`src/common/thc_pkg.sv`:
```
// constants shared by the transmit and hardware configuration register bank
// assumes a 50 MHz system clock and an ahb-lite master with word accesses
package thc_pkg;

    // register byte offsets
    localparam logic [7:0] OFF_TRANSMIT_CONFIGURATION = 8'h70;
    localparam logic [7:0] OFF_HARDWARE_CONFIGURATION = 8'h74;
    localparam int ADDR_DEC_W = 8;

    // transmit configuration fields
    localparam int TXC_STATUS_FLUSH_BIT = 15;
    localparam int TXC_DATA_FLUSH_BIT = 14;
    localparam int TXC_ALLOW_BIT = 2;
    localparam int TXC_ENABLE_BIT = 1;
    localparam int TXC_STOP_BIT = 0;

    // hardware configuration fields
    localparam int HWC_PORT_ORDER_BIT = 29;
    localparam int HWC_DIRECT_ORDER_BIT = 28;
    localparam int HWC_STRAP_BIT = 24;
    localparam int HWC_MWO_BIT = 20;
    localparam int HWC_ALLOC_LSB = 16;
    localparam int HWC_ALLOC_W = 4;
    localparam int HWC_TIMEOUT_BIT = 1;
    localparam int HWC_SOFTWARE_RESET_BIT = 0;
    localparam logic [3:0] ALLOC_RESET = 4'h5;

    // queue memory split, all byte counts
    localparam int SIZE_W = 15;
    localparam logic [14:0] KB_BYTES = 15'h0400;
    localparam logic [14:0] TOTAL_BYTES = 15'h4000;
    localparam logic [14:0] TX_STATUS_BYTES = 15'h0200;
    localparam int RX_STATUS_SHIFT = 4;

    // bus encodings
    localparam logic [1:0] HTRANS_NONSEQ = 2'h2;
    localparam logic [31:0] DATA_ZERO = 32'h0000_0000;

    // soft reset timing
    localparam int CLK_PERIOD_NS = 20;
    localparam int SOFTWARE_RESET_HOLD_NS = 200;
    localparam int SOFTWARE_RESET_TIMEOUT_NS = 40000;
    localparam int SOFTWARE_RESET_HOLD_CYC =
        (SOFTWARE_RESET_HOLD_NS + CLK_PERIOD_NS - 1) / CLK_PERIOD_NS;
    localparam int SOFTWARE_RESET_TIMEOUT_CYC = SOFTWARE_RESET_TIMEOUT_NS / CLK_PERIOD_NS;
    localparam int SOFTWARE_RESET_CNT_W = 12;

    // soft reset sequencer states, gray along idle-wait-done
    typedef enum logic [1:0] {
        THC_SR_IDLE = 2'b00,
        THC_SR_WAIT = 2'b01,
        THC_SR_DONE = 2'b11,
        THC_SR_TOUT = 2'b10
    } thc_sr_state_t;

endpackage

```
`src/thc_regs.sv`:
```
// transmit and hardware configuration register bank, ahb-lite slave
// assumes one ahb-lite master, word accesses, and that the transmitter
// reports frame activity and status queue fullness synchronous to hclk
//
// What this block does
// - writing one to status flush empties tx status queue, bit self-clears
// - writing one to data flush discards pending tx data, bit self-clears
// - allow-bit zero pauses tx on full status queue, one keeps sending
// - status-full interrupt source ignores the allow bit entirely
// - enable bit one lets the transmitter send queued data, resets zero
// - hardware clears the enable bit once a stop has halted transmitter
// - stop lets the current frame finish, then self-clears when halted
// - host writes to the stop bit are ignored while it reads one
// - port byte order bit selects little or big endian for port path
// - direct path byte order bit selects endianness for direct path
// - both byte order bits survive a software reset unchanged
// - read-only strap bit shows the sampled crossover strap level
// - must-write-one bit resets zero; host writes one for operation
// - allocation field sets tx size in 1KB steps; 512 bytes go to status
// - receive queues share 16KB minus the transmit allocation
// - receive status gets one sixteenth of receive space, data the rest
// - writing one to reset bit starts soft reset, clears on completion
// - soft reset without phy clocks times out and sets timeout bit
`timescale 1ns/10ps
module thc_regs (
    input wire logic hclk,
    input wire logic hresetn,
    input wire logic hsel,
    input wire logic [31:0] haddr,
    input wire logic [1:0] htrans,
    input wire logic hwrite,
    input wire logic [2:0] hsize,
    input wire logic [31:0] hwdata,
    input wire logic hready,
    output logic hreadyout,
    output logic hresp,
    output logic [31:0] hrdata,
    input wire logic tx_frame_busy,
    input wire logic tx_status_full,
    input wire logic phy_clocks_running,
    input wire logic crossover_strap,
    output logic tx_start_ok,
    output logic tx_status_full_event,
    output logic tx_status_flush,
    output logic tx_data_flush,
    output logic port_byte_order,
    output logic direct_path_byte_order,
    output logic device_operational,
    output logic soft_reset_active,
    output logic [thc_pkg::SIZE_W-1:0] tx_data_bytes,
    output logic [thc_pkg::SIZE_W-1:0] tx_status_bytes,
    output logic [thc_pkg::SIZE_W-1:0] rx_data_bytes,
    output logic [thc_pkg::SIZE_W-1:0] rx_status_bytes
);
    import thc_pkg::*;

    // kilobyte count to bytes, used for the allocation arithmetic
    // fourteen kilobytes, the legal top, fits in 15 bits
    function automatic logic [SIZE_W-1:0] kb_to_bytes(
        input logic [HWC_ALLOC_W-1:0] kb
    );
        kb_to_bytes = SIZE_W'({11'h000, kb} * KB_BYTES);
    endfunction

    // word select on the decoded low address byte
    function automatic logic hit(
        input logic [ADDR_DEC_W-1:0] addr,
        input logic [ADDR_DEC_W-1:0] off
    );
        hit = (addr[ADDR_DEC_W-1:2] == off[ADDR_DEC_W-1:2]);
    endfunction

    // ---------------- bus phase tracking ----------------
    logic wr_pend_ff, nxt_wr_pend;
    logic rd_pend_ff, nxt_rd_pend;
    logic [ADDR_DEC_W-1:0] addr_ff, nxt_addr;
    logic hreadyout_ff, nxt_hreadyout;
    logic [31:0] hrdata_ff, nxt_hrdata;
    logic hresp_ff;

    // configuration state
    // fields hold until written or reset, unless halt, soft reset, timeout or strap sampling updates them; flush bits pulse
    logic stop_ff, nxt_stop;
    logic enable_ff, nxt_enable;
    logic allow_ff, nxt_allow;
    logic st_flush_ff, nxt_st_flush;
    logic dt_flush_ff, nxt_dt_flush;
    logic port_order_ff, nxt_port_order;
    logic direct_order_ff, nxt_direct_order;
    logic mwo_ff, nxt_mwo;
    logic [HWC_ALLOC_W-1:0] alloc_ff, nxt_alloc;
    logic timeout_ff, nxt_timeout;
    logic strap_ff, nxt_strap;
    logic strap_pend_ff, nxt_strap_pend;

    // registered side outputs
    logic tx_start_ok_ff, full_event_ff, sr_active_ff;
    logic [SIZE_W-1:0] txd_ff, txs_ff, rxd_ff, rxs_ff;

    logic sr_busy, sr_done, sr_timeout;

    // address phase accepted when selected, ready and a real transfer
    wire accept = hsel && hready && htrans[1];
    wire accept_rd = accept && !hwrite;
    wire accept_wr = accept && hwrite;

    // data phase write strobes per register
    // reads decode the held address; rd_pend_ff gates the load
    wire wr_txc = wr_pend_ff && hit(addr_ff, OFF_TRANSMIT_CONFIGURATION);
    wire wr_hwc = wr_pend_ff && hit(addr_ff, OFF_HARDWARE_CONFIGURATION);
    wire rd_txc = hit(addr_ff, OFF_TRANSMIT_CONFIGURATION);
    wire rd_hwc = hit(addr_ff, OFF_HARDWARE_CONFIGURATION);

    // soft reset start: a second request while busy is ignored
    wire sr_start = wr_hwc && hwdata[HWC_SOFTWARE_RESET_BIT] && !sr_busy;
    wire sr_bit = sr_busy || sr_start;

    // halted once a stop is pending and no frame is on the wire; the
    // grant lags the stop bit a cycle, so a frame may still start then
    wire halted = stop_ff && !tx_frame_busy && !tx_start_ok_ff;

    // transmit pauses on a full status queue unless overrun allowed
    wire start_gate = enable_ff && !stop_ff &&
        (allow_ff || !tx_status_full);

    // allocation split of the shared queue memory
    wire [SIZE_W-1:0] tx_total = kb_to_bytes(alloc_ff);
    wire [SIZE_W-1:0] rx_total = TOTAL_BYTES - tx_total;
    wire [SIZE_W-1:0] rx_stat = rx_total >> RX_STATUS_SHIFT;

    // read views; reserved bits are zero by construction
    // flush bits read one only in their pulse cycle
    wire [31:0] txc_view = (32'(st_flush_ff) << TXC_STATUS_FLUSH_BIT) |
        (32'(dt_flush_ff) << TXC_DATA_FLUSH_BIT) |
        (32'(allow_ff) << TXC_ALLOW_BIT) |
        (32'(enable_ff) << TXC_ENABLE_BIT) |
        (32'(stop_ff) << TXC_STOP_BIT);
    wire [31:0] hwc_view = (32'(port_order_ff) << HWC_PORT_ORDER_BIT) |
        (32'(direct_order_ff) << HWC_DIRECT_ORDER_BIT) |
        (32'(strap_ff) << HWC_STRAP_BIT) |
        (32'(mwo_ff) << HWC_MWO_BIT) |
        (32'(alloc_ff) << HWC_ALLOC_LSB) |
        (32'(timeout_ff) << HWC_TIMEOUT_BIT) |
        (32'(sr_busy) << HWC_SOFTWARE_RESET_BIT);
    wire [31:0] rd_view = rd_txc ? txc_view :
        (rd_hwc ? hwc_view : DATA_ZERO);

    // bus phase next state; reads take one wait state so that a write
    // still in its data phase has landed before the read data is picked
    always_comb begin
        nxt_wr_pend = accept_wr;
        nxt_rd_pend = accept_rd;
        nxt_addr = accept ? haddr[ADDR_DEC_W-1:0] : addr_ff;
        nxt_hreadyout = !accept_rd;
        nxt_hrdata = rd_pend_ff ? rd_view : hrdata_ff;
    end

    // bus flip-flops; hresp stays okay as no access can fail
    always_ff @(posedge hclk or negedge hresetn) begin
        if (!hresetn) begin
            wr_pend_ff <= 1'b0;
            rd_pend_ff <= 1'b0;
            addr_ff <= '0;
            hreadyout_ff <= 1'b1;
            hrdata_ff <= DATA_ZERO;
            hresp_ff <= 1'b0;
        end else begin
            wr_pend_ff <= nxt_wr_pend;
            rd_pend_ff <= nxt_rd_pend;
            addr_ff <= nxt_addr;
            hreadyout_ff <= nxt_hreadyout;
            hrdata_ff <= nxt_hrdata;
            hresp_ff <= 1'b0;
        end
    end

    // transmit configuration next values
    always_comb begin
        nxt_stop = stop_ff;
        nxt_enable = enable_ff;
        nxt_allow = allow_ff;
        nxt_st_flush = 1'b0;
        nxt_dt_flush = 1'b0;
        if (wr_txc) begin
            nxt_allow = hwdata[TXC_ALLOW_BIT];
            nxt_enable = hwdata[TXC_ENABLE_BIT];
            nxt_st_flush = hwdata[TXC_STATUS_FLUSH_BIT];
            nxt_dt_flush = hwdata[TXC_DATA_FLUSH_BIT];
            if (!stop_ff) begin
                nxt_stop = hwdata[TXC_STOP_BIT];
            end
        end
        // halt clears both bits, taking precedence over a host write
        if (halted) begin
            nxt_stop = 1'b0;
            nxt_enable = 1'b0;
        end
        // soft reset completion returns transmit controls to idle
        if (sr_done) begin
            nxt_stop = 1'b0;
            nxt_enable = 1'b0;
            nxt_allow = 1'b0;
        end
    end

    // hardware configuration next values
    always_comb begin
        nxt_port_order = port_order_ff;
        nxt_direct_order = direct_order_ff;
        nxt_mwo = mwo_ff;
        nxt_alloc = alloc_ff;
        nxt_timeout = timeout_ff;
        nxt_strap = strap_ff;
        nxt_strap_pend = strap_pend_ff;
        // reserved allocation codes are kept as written, unclamped;
        // keeping to two through fourteen is left to the host
        if (wr_hwc) begin
            nxt_port_order = hwdata[HWC_PORT_ORDER_BIT];
            nxt_direct_order = hwdata[HWC_DIRECT_ORDER_BIT];
            nxt_mwo = hwdata[HWC_MWO_BIT];
            nxt_alloc = hwdata[HWC_ALLOC_LSB +: HWC_ALLOC_W];
        end
        // a fresh attempt clears the old timeout; a new timeout sets it
        if (sr_start) begin
            nxt_timeout = 1'b0;
        end
        if (sr_timeout) begin
            nxt_timeout = 1'b1;
        end
        // completion restores defaults except the byte order bits
        if (sr_done) begin
            nxt_mwo = 1'b0;
            nxt_alloc = ALLOC_RESET;
            nxt_strap_pend = 1'b1;
        end
        // strap level is caught after reset release, not by the reset
        if (strap_pend_ff) begin
            nxt_strap = crossover_strap;
            nxt_strap_pend = 1'b0;
        end
    end

    // configuration flip-flops
    always_ff @(posedge hclk or negedge hresetn) begin
        if (!hresetn) begin
            stop_ff <= 1'b0;
            enable_ff <= 1'b0;
            allow_ff <= 1'b0;
            st_flush_ff <= 1'b0;
            dt_flush_ff <= 1'b0;
        end else begin
            stop_ff <= nxt_stop;
            enable_ff <= nxt_enable;
            allow_ff <= nxt_allow;
            st_flush_ff <= nxt_st_flush;
            dt_flush_ff <= nxt_dt_flush;
        end
    end

    // hardware configuration flip-flops
    always_ff @(posedge hclk or negedge hresetn) begin
        if (!hresetn) begin
            port_order_ff <= 1'b0;
            direct_order_ff <= 1'b0;
            mwo_ff <= 1'b0;
            alloc_ff <= ALLOC_RESET;
            timeout_ff <= 1'b0;
            strap_ff <= 1'b0;
            strap_pend_ff <= 1'b1;
        end else begin
            port_order_ff <= nxt_port_order;
            direct_order_ff <= nxt_direct_order;
            mwo_ff <= nxt_mwo;
            alloc_ff <= nxt_alloc;
            timeout_ff <= nxt_timeout;
            strap_ff <= nxt_strap;
            strap_pend_ff <= nxt_strap_pend;
        end
    end

    // side outputs registered so the core sees clean levels
    // sizes lag an allocation write by one cycle
    always_ff @(posedge hclk or negedge hresetn) begin
        if (!hresetn) begin
            tx_start_ok_ff <= 1'b0;
            full_event_ff <= 1'b0;
            sr_active_ff <= 1'b0;
            txd_ff <= '0;
            txs_ff <= '0;
            rxd_ff <= '0;
            rxs_ff <= '0;
        end else begin
            tx_start_ok_ff <= start_gate;
            full_event_ff <= tx_status_full;
            sr_active_ff <= sr_bit;
            txd_ff <= tx_total - TX_STATUS_BYTES;
            txs_ff <= TX_STATUS_BYTES;
            rxd_ff <= rx_total - rx_stat;
            rxs_ff <= rx_stat;
        end
    end

    // soft reset timing and timeout detection
    // a start in the done or timeout cycle is taken, not lost
    thc_software_reset_seq u_software_reset (
        .hclk(hclk),
        .hresetn(hresetn),
        .start(sr_start),
        .phy_clocks_running(phy_clocks_running),
        .busy(sr_busy),
        .done(sr_done),
        .timeout(sr_timeout)
    );

    // only full-word single transfers are expected; size is not checked
    wire unused_size = ^hsize;

    // bus side outputs
    assign hreadyout = hreadyout_ff;
    assign hresp = hresp_ff;
    assign hrdata = hrdata_ff;

    // transmitter side: grant, full event and flush pulses
    assign tx_start_ok = tx_start_ok_ff;
    assign tx_status_full_event = full_event_ff;
    assign tx_status_flush = st_flush_ff;
    assign tx_data_flush = dt_flush_ff;

    // byte order and operating controls
    assign port_byte_order = port_order_ff;
    assign direct_path_byte_order = direct_order_ff;
    assign device_operational = mwo_ff;
    assign soft_reset_active = sr_active_ff;

    // queue memory split toward the queue controllers
    assign tx_data_bytes = txd_ff;
    assign tx_status_bytes = txs_ff;
    assign rx_data_bytes = rxd_ff;
    assign rx_status_bytes = rxs_ff;
endmodule

```
`src/thc_software_reset_seq.sv`:
```
// soft reset sequencer: holds the reset for at least a fixed time, until phy clocks run, and times out
// assumes phy_clocks_running is synchronous to hclk
`timescale 1ns/10ps
module thc_software_reset_seq (
    input wire logic hclk,
    input wire logic hresetn,
    input wire logic start,
    input wire logic phy_clocks_running,
    output logic busy,
    output logic done,
    output logic timeout
);
    import thc_pkg::*;

    localparam logic [11:0] HOLD_LAST = 12'(SOFTWARE_RESET_HOLD_CYC - 1);
    localparam logic [11:0] TOUT_LAST = 12'(SOFTWARE_RESET_TIMEOUT_CYC - 1);
    localparam logic [11:0] CNT_ONE = 12'h001;
    localparam logic [11:0] CNT_ZERO = 12'h000;

    thc_sr_state_t state_ff, nxt_state;
    logic [SOFTWARE_RESET_CNT_W-1:0] cnt_ff, nxt_cnt;

    // completion needs running phy clocks once the hold time is reached
    wire hold_met = (cnt_ff >= HOLD_LAST) && phy_clocks_running;
    wire tout_hit = (cnt_ff >= TOUT_LAST);

    // state and counter update
    always_comb begin
        nxt_state = state_ff;
        nxt_cnt = cnt_ff;
        case (state_ff)
            THC_SR_IDLE: begin
                nxt_cnt = CNT_ZERO;
                if (start) begin
                    nxt_state = THC_SR_WAIT;
                end
            end
            THC_SR_WAIT: begin
                nxt_cnt = cnt_ff + CNT_ONE;
                if (hold_met) begin
                    nxt_state = THC_SR_DONE;
                end else if (tout_hit) begin
                    nxt_state = THC_SR_TOUT;
                end
            end
            // a start landing in the closing cycle begins a fresh count
            THC_SR_DONE, THC_SR_TOUT: begin
                nxt_cnt = CNT_ZERO;
                nxt_state = start ? THC_SR_WAIT : THC_SR_IDLE;
            end
            default: nxt_state = THC_SR_IDLE;
        endcase
    end

    always_ff @(posedge hclk or negedge hresetn) begin
        if (!hresetn) begin
            state_ff <= THC_SR_IDLE;
            cnt_ff <= CNT_ZERO;
        end else begin
            state_ff <= nxt_state;
            cnt_ff <= nxt_cnt;
        end
    end

    assign busy = (state_ff == THC_SR_WAIT);
    assign done = (state_ff == THC_SR_DONE);
    assign timeout = (state_ff == THC_SR_TOUT);
endmodule

```
`config.mk`:
```
export PLATFORM = sky130hd
export DESIGN_NAME = thc_regs
export DESIGN_NICKNAME = d
export VERILOG_FILES = /design/src/common/thc_pkg.sv /design/src/thc_regs.sv /design/src/thc_software_reset_seq.sv
export SDC_FILE = /design/constraint.sdc
export NUM_CORES = 1
export LEC_CHECK = 0
export ABC_CLOCK_PERIOD_IN_PS = 2200
export BUFFER_PORTS_ARGS = -buffer_cell sky130_fd_sc_hd__buf_2
export CAP_MARGIN = 15
export CORE_MARGIN = 4
export CORE_UTILIZATION = 45
export CTS_CLUSTER_SIZE = 25
export DETAILED_ROUTE_END_ITERATION = 10
export GPL_TIMING_DRIVEN = 0
export MAX_ROUTING_LAYER = met4
export PLACE_DENSITY = 0.91
export SETUP_SLACK_MARGIN = 0.2
export SYNTH_ARGS = -nofsm -noshare
export SYNTH_HDL_FRONTEND = slang
export SYNTH_SLANG_ARGS = --single-unit
```
`constraint.sdc`:
```
create_clock -name hclk -period 2.2 [get_ports hclk]
set_input_delay 0.11 -clock hclk [delete_from_list [all_inputs] [get_ports hclk]]
set_output_delay 0.11 -clock hclk [all_outputs]
set_load 0.05 [all_outputs]
```
# [Yosys cells after proc, flatten, opt, wreduce, memory -nomap -nowiden]
# Cells that the tools add are included.
[totals] register_bits=117 latch_bits=0 ram_bits=0 mem_bits_ro=0 inputBits=78 output_inout_bits=102 memories=0
[classes] add_sub_neg=4 mul=0 div_mod_pow=0 n_lt_le_gt_ge=2 eq_ne=7 n_shift=0 muxes=27 bitwise=10 n_reduce_logical=30
[op_table] op="two-way mux 30 bit" n=2
[op_table] op="bitwise OR 30 x 1 -> 30 bit" n=1
[op_table] op="bitwise OR 30 x 2 -> 30 bit" n=1
[op_table] op="bitwise OR 30 x 20 -> 30 bit" n=1
[op_table] op="bitwise OR 30 x 21 -> 30 bit" n=1
[op_table] op="bitwise OR 30 x 25 -> 30 bit" n=1
[op_table] op="bitwise OR 30 x 29 -> 30 bit" n=1
[op_table] op="one-hot mux 12 bit (2 select lines)" n=1
[op_table] op="two-way mux 1 bit" n=18
[op_table] op="bitwise OR 16 x 1 -> 16 bit" n=1
[op_table] op="bitwise OR 16 x 15 -> 16 bit" n=1
[op_table] op="bitwise OR 16 x 2 -> 16 bit" n=1
[op_table] op="bitwise OR 16 x 3 -> 16 bit" n=1
[op_table] op="subtractor 14 x 10 -> 15 bit, second input constant" n=1
[op_table] op="subtractor 15 x 11 -> 15 bit" n=1
[op_table] op="subtractor 15 x 14 -> 15 bit, first input constant" n=1
[op_table] op="logical AND 1 bit" n=13
[op_table] op="adder 12 x 1 -> 12 bit, second input constant" n=1
[op_table] op="equality test 6 x 5 -> 1 bit, second input constant" n=2
[op_table] op=">= comparator 12 x 11 -> 1 bit, second input constant" n=1
[op_table] op=">= comparator 12 x 4 -> 1 bit, second input constant" n=1
[op_table] op="two-way mux 4 bit" n=2
[op_table] op="logical NOT 1 bit" n=7
[op_table] op="two-way mux 2 bit" n=3
[op_table] op="12 further kinds" n=16

# [Depth between registers and ports, before layout]
[depth] depth_word=8 ltp_mapped=10 mapped_depth_nobuf=9

# [Hierarchy]
# From an unflattened synthesis, not the netlist that was laid out.
[hier_totals] cells_unflattened=358 area_unflattened_um2=3708.6
[by_module_without_submodules] module="thc_regs" instances=1 cells_each=282 area_per_inst_um2=2961.6 seq_area_each_um2=1481.4
[by_module_without_submodules] module="thc_software_reset_seq" instances=1 cells_each=76 area_per_inst_um2=747.0 seq_area_each_um2=350.3

# [Worst setup path after synthesis]
# OpenSTA, ideal clock, no wires.
[synth_path] kind="register to register" start="reg alloc_ff[0]" end="reg rxd_ff[14], in the netlist rx_data_bytes[14]" setup_time_ns=0.130 arrival_ns=1.760 t_required_ns=2.070 setup_slack_ns=0.310 stages_incl_launch_ff=11 path_buffers=1 period_less_slack_ns=1.890 path_cell_list="dfstp_2 > buf_6 > inv_1 > ha_1 > nand2b_1 > nor2_1 > inv_1 > ha_1 > nor2b_1 > nor3_1 > a211oi_1"
[synth_between] elab_chain_cells=2
[synth_rtl] element="start, declared" line="thc_regs.sv:91" text="logic [HWC_ALLOC_W-1:0] alloc_ff, nxt_alloc;"
[synth_rtl] element="start signal, assigned" line="thc_regs.sv:274" text="alloc_ff <= nxt_alloc;"
[synth_rtl] element="subtractor 15 x 14 -> 15 bit" line="thc_regs.sv:128" text="wire [SIZE_W-1:0] rx_total = TOTAL_BYTES - tx_total;"
[synth_rtl] element="named net rx_total[14]" line="thc_regs.sv:128"
[synth_rtl] element="subtractor 15 x 11 -> 15 bit" line="thc_regs.sv:298" text="rxd_ff <= rx_total - rx_stat;"
[synth_rtl] element="end signal, assigned" line="thc_regs.sv:298"
[synth_rtl] element="end, declared" line="thc_regs.sv:98" text="logic [SIZE_W-1:0] txd_ff, txs_ff, rxd_ff, rxs_ff;"
# The timed path passes the listed nets, and every way through them passes these cells.
# A chain may end at the register's enable or synchronous reset.

# [Worst setup path in the final report]
# Ends and elaborated chain as after synthesis.

==> results_dict.tcl <==
set metrics [dict create \
    nets 565 \
    cts_root_buf "clkbuf_8" \
    r2r_slack_ns 0.30 \
    crit_top_cell "ha_4" \
    rsz0062_at_grt "false" \
    synth_area_mm2 0.00345 \
    grt_pass1_wl_um 11500 \
    crit_path_start_kind "flip-flop" \
    synthFlopType "dfrtp_1" \
    synth_cell_types 41 \
    critical_path.top_delay_family "flip-flops" \
    hold_viol 0 \
    required_ns 2.42 \
    worstPathMaxFanout 8 \
    p_per_area_mw_per_mm2 744 \
    r2r_end "rx_data_bytes[14]$_DFF_PN0_" \
    grt.total_usage 0.169 \
    synth_common_cells "dfrtp_1 (69), buf_4 (61), inv_1 (24)" \
    path_class "flip-flop to flip-flop" \
    grt_pass1_vias 2459 \
    fmax_ghz 0.526 \
    drt.antenna.violating_nets 0 \
    synthArstFlopShare 1.00 \
    route.vias.total 2555 \
    synth_cells 324 \
    syn_area_per_cell_um2 10.7 \
    clkTransAtPathRegs_ns 0.08 \
    grt-ovfl-total 0 \
    io_buffers 70 \
    seq_area_frac_synth 0.530 \
    start_util 0.469 \
    cts_made_buffers 9 \
    power.leakage_nw 2.40 \
    yosysMostFrequentCell "dfrtp_1" \
    setup_slack_ns 0.298 \
    yosys_register_bits 73 \
    synth_edf_count 0 \
    grt_max_degree 74 \
    rows 31 \
    antenna_found_initial 0 \
    clk_path_buf_depth 2 \
    rr_worst_depth 10 \
    syn2layout_area_growth_pct 31.5 \
    tightestPinTransition_ns 0.889 \
    setup-tns-final_ns 0 \
    hold-worst-slack_ns 0.0452 \
    end_kind "flip-flop" \
    outcome "finished clean" \
    drc 0 \
    dieArea_mm2 0.00914 \
    slew_violations 0 \
    core-area_mm2 0.00737 \
    yosysTopAreaCell "dfrtp_1" \
    num_antenna_cells 0 \
    die_y_um 95.6 \
    hp-class "primary input to flip-flop" \
    worstPathCellList "buf_6 -> inv_2 -> ha_4 -> nand2b_1 -> nor2_2 -> inv_1 -> ha_4 -> nor2b_4 -> nor3_1 -> a211oi_1" \
    endpoint "rx_data_bytes[14]$_DFF_PN0_" \
    min_period_over_period 0.864 \
    drive_gt1_frac 0.353 \
    critPathLaunch "alloc_ff[0]$_DFFE_PN1P_" \
    finalWeightedCongestion 0.864 \
    routed_wl_um 7390 \
    clock_latency_ns 0.35 \
    crit_cells 10 \
    io_pins 180 \
    timing.rr.start "alloc_ff[0]$_DFFE_PN1P_" \
    numClockSinks 73 \
    slowest_delay_ns 0.58 \
    yosysWarnings 0 \
    place_ws_ns 0.117 \
    dp_hpwl_um 5240 \
    synth.area.top_cells "dfrtp_1 (50%), buf_4 (13%), dfstp_2 (3.0%)" \
    drtPass1Iterations 4 \
    synth_top_area_share 0.500 \
    via_per_inst 4.36 \
    htree_num_levels 3 \
    min_period_ns 1.90 \
    cp.arrival_ns 2.12 \
    drt_iter0_markers 87 \
    cts_tree "built" \
    wl_per_cell_um 12.6 \
    cp_slowest_cell "dfstp_2" \
    fin_skew_ns 0.0126 \
    finalSetupViolCount 0 \
    irDropWorstVdd_uv 405 \
    critical_path_buf_inv_count 3 \
    drv_cap 0 \
    fin_util 0.616 \
    maxSlewHeadroom 0.407 \
    die_w_um 95.6 \
]
stage by stage:
| stage | power (mW) | instance area, µm² | instances |
|---|---|---|---|
| after floorplan | 2.26 | 3670 | 382 |
| after global placement | 2.42 | 4150 | 551 |
| after detailed placement | 2.44 | 4150 | 551 |
| after CTS | 3.40 | 4510 | 586 |
| after global routing | 3.56 | 4540 | 586 |
| final | 3.38 | 4540 | 586 |
state kept, by name (all words and copies together) (netlist names), 2 cells and up:
register and flops:
hrdata 13, u_software_reset.cnt_ff 12, rx_data_bytes 8, addr_ff 6, tx_data_bytes 6, rx_status_bytes 5, alloc_ff 4, u_software_reset.state_ff 2
worst min-delay path by stage:
stage	start	to	slack [ns]	cells after the start
after CTS	hwdata[2]	allow_ff$_DFFE_PN0P_	0.03	3
after global routing	hwdata[1]	enable_ff$_DFFE_PN0P_	0.05	3
after detailed placement	tx_status_full	tx_status_full_event$_DFF_PN0_	0.25	1
after floorplan	hresetn	addr_ff[2]$_DFFE_PN0P_	-0.19	0
final	hwdata[2]	allow_ff$_DFFE_PN0P_	0.05	3
after global placement	tx_status_full	tx_status_full_event$_DFF_PN0_	0.24	1
cell families after synthesis:
| logic type | count (synthesis) | share of synthesized area |
|---|---|---|
| adder cells (fa/ha/maj) | 5 | 0.0181 |
| flip-flops | 73 | 0.530 |
| other | 2 | 0.00217 |
| buffers and inverters | 96 | 0.174 |
| AND/OR/NAND/NOR | 85 | 0.130 |
| XOR/XNOR | 15 | 0.0402 |
| multiplexers | 15 | 0.0471 |
| AO/OA/AOI/OAI | 33 | 0.0587 |
power breakdown:
part / leakage (nW) / switching (mW) / total, mW / internal [mW]
sequential: 0.921 / 0.113 / 1.58 / 1.46
clock: 0.0866 / 0.515 / 0.928 / 0.413
combinational: 1.39 / 0.592 / 0.875 / 0.283
total: 2.40 / 1.22 / 3.38 / 2.16
tightest hold or removal path, delay by kind of cell:
| kind | cells | cell delay [ns] |
|---|---|---|
| AOI/OAI and AO/OA | 1 | 0.11 |
| muxes | 1 | 0.06 |
| buffers and inverters | 1 | 0.08 |
per-layer routing:
metal,share of wire,up-vias,GRT usage
met5,0,-,-
met4,0.019,0,0.0652
met3,0.065,14,0.0466
met2,0.51,94,0.280
met1,0.40,1189,0.196
li1,-,1258,-
cell usage in the layout (no fill, tap or decap), types with 7 or more instances in the layout:
| cell type | instances |
|---|---|
| clkbuf_8 | 9 |
| mux2_2 | 8 |
| xor2_1 | 10 |
| nand2_1 | 19 |
| buf_2 | 71 |
| dfrtp_1 | 69 |
| o22ai_1 | 8 |
| buf_4 | 63 |
| clkbuf_1 | 8 |
| inv_1 | 23 |
| conb_1 | 60 |
| o21ai_1 | 7 |
| nand3_1 | 12 |
| nor2_1 | 22 |
| a21oi_1 | 7 |
| dlygate4sd3_1 | 18 |
cell type report:
cell class,count,area [µm²]
Clock buffer,10,128
Sequential cell,73,1830
Inverter,25,93.8
Multi-Input combinational cell,213,1270
Tap cell,99,124
Timing Repair Buffer,89,541
Fill cell,627,2830
Clock inverter,6,43.8
Buffer,71,505
repair_timing:
action | CTS | global route
hold endpoints to repair | 87 | 0
hold buffers | 18 | 0
setup endpoints to repair | 2 | 4
pin swaps | 0 | 1
gates resized for setup | 1 | 6
buffers inserted | 1 | 0
Power figures use the tool's default switching activity.
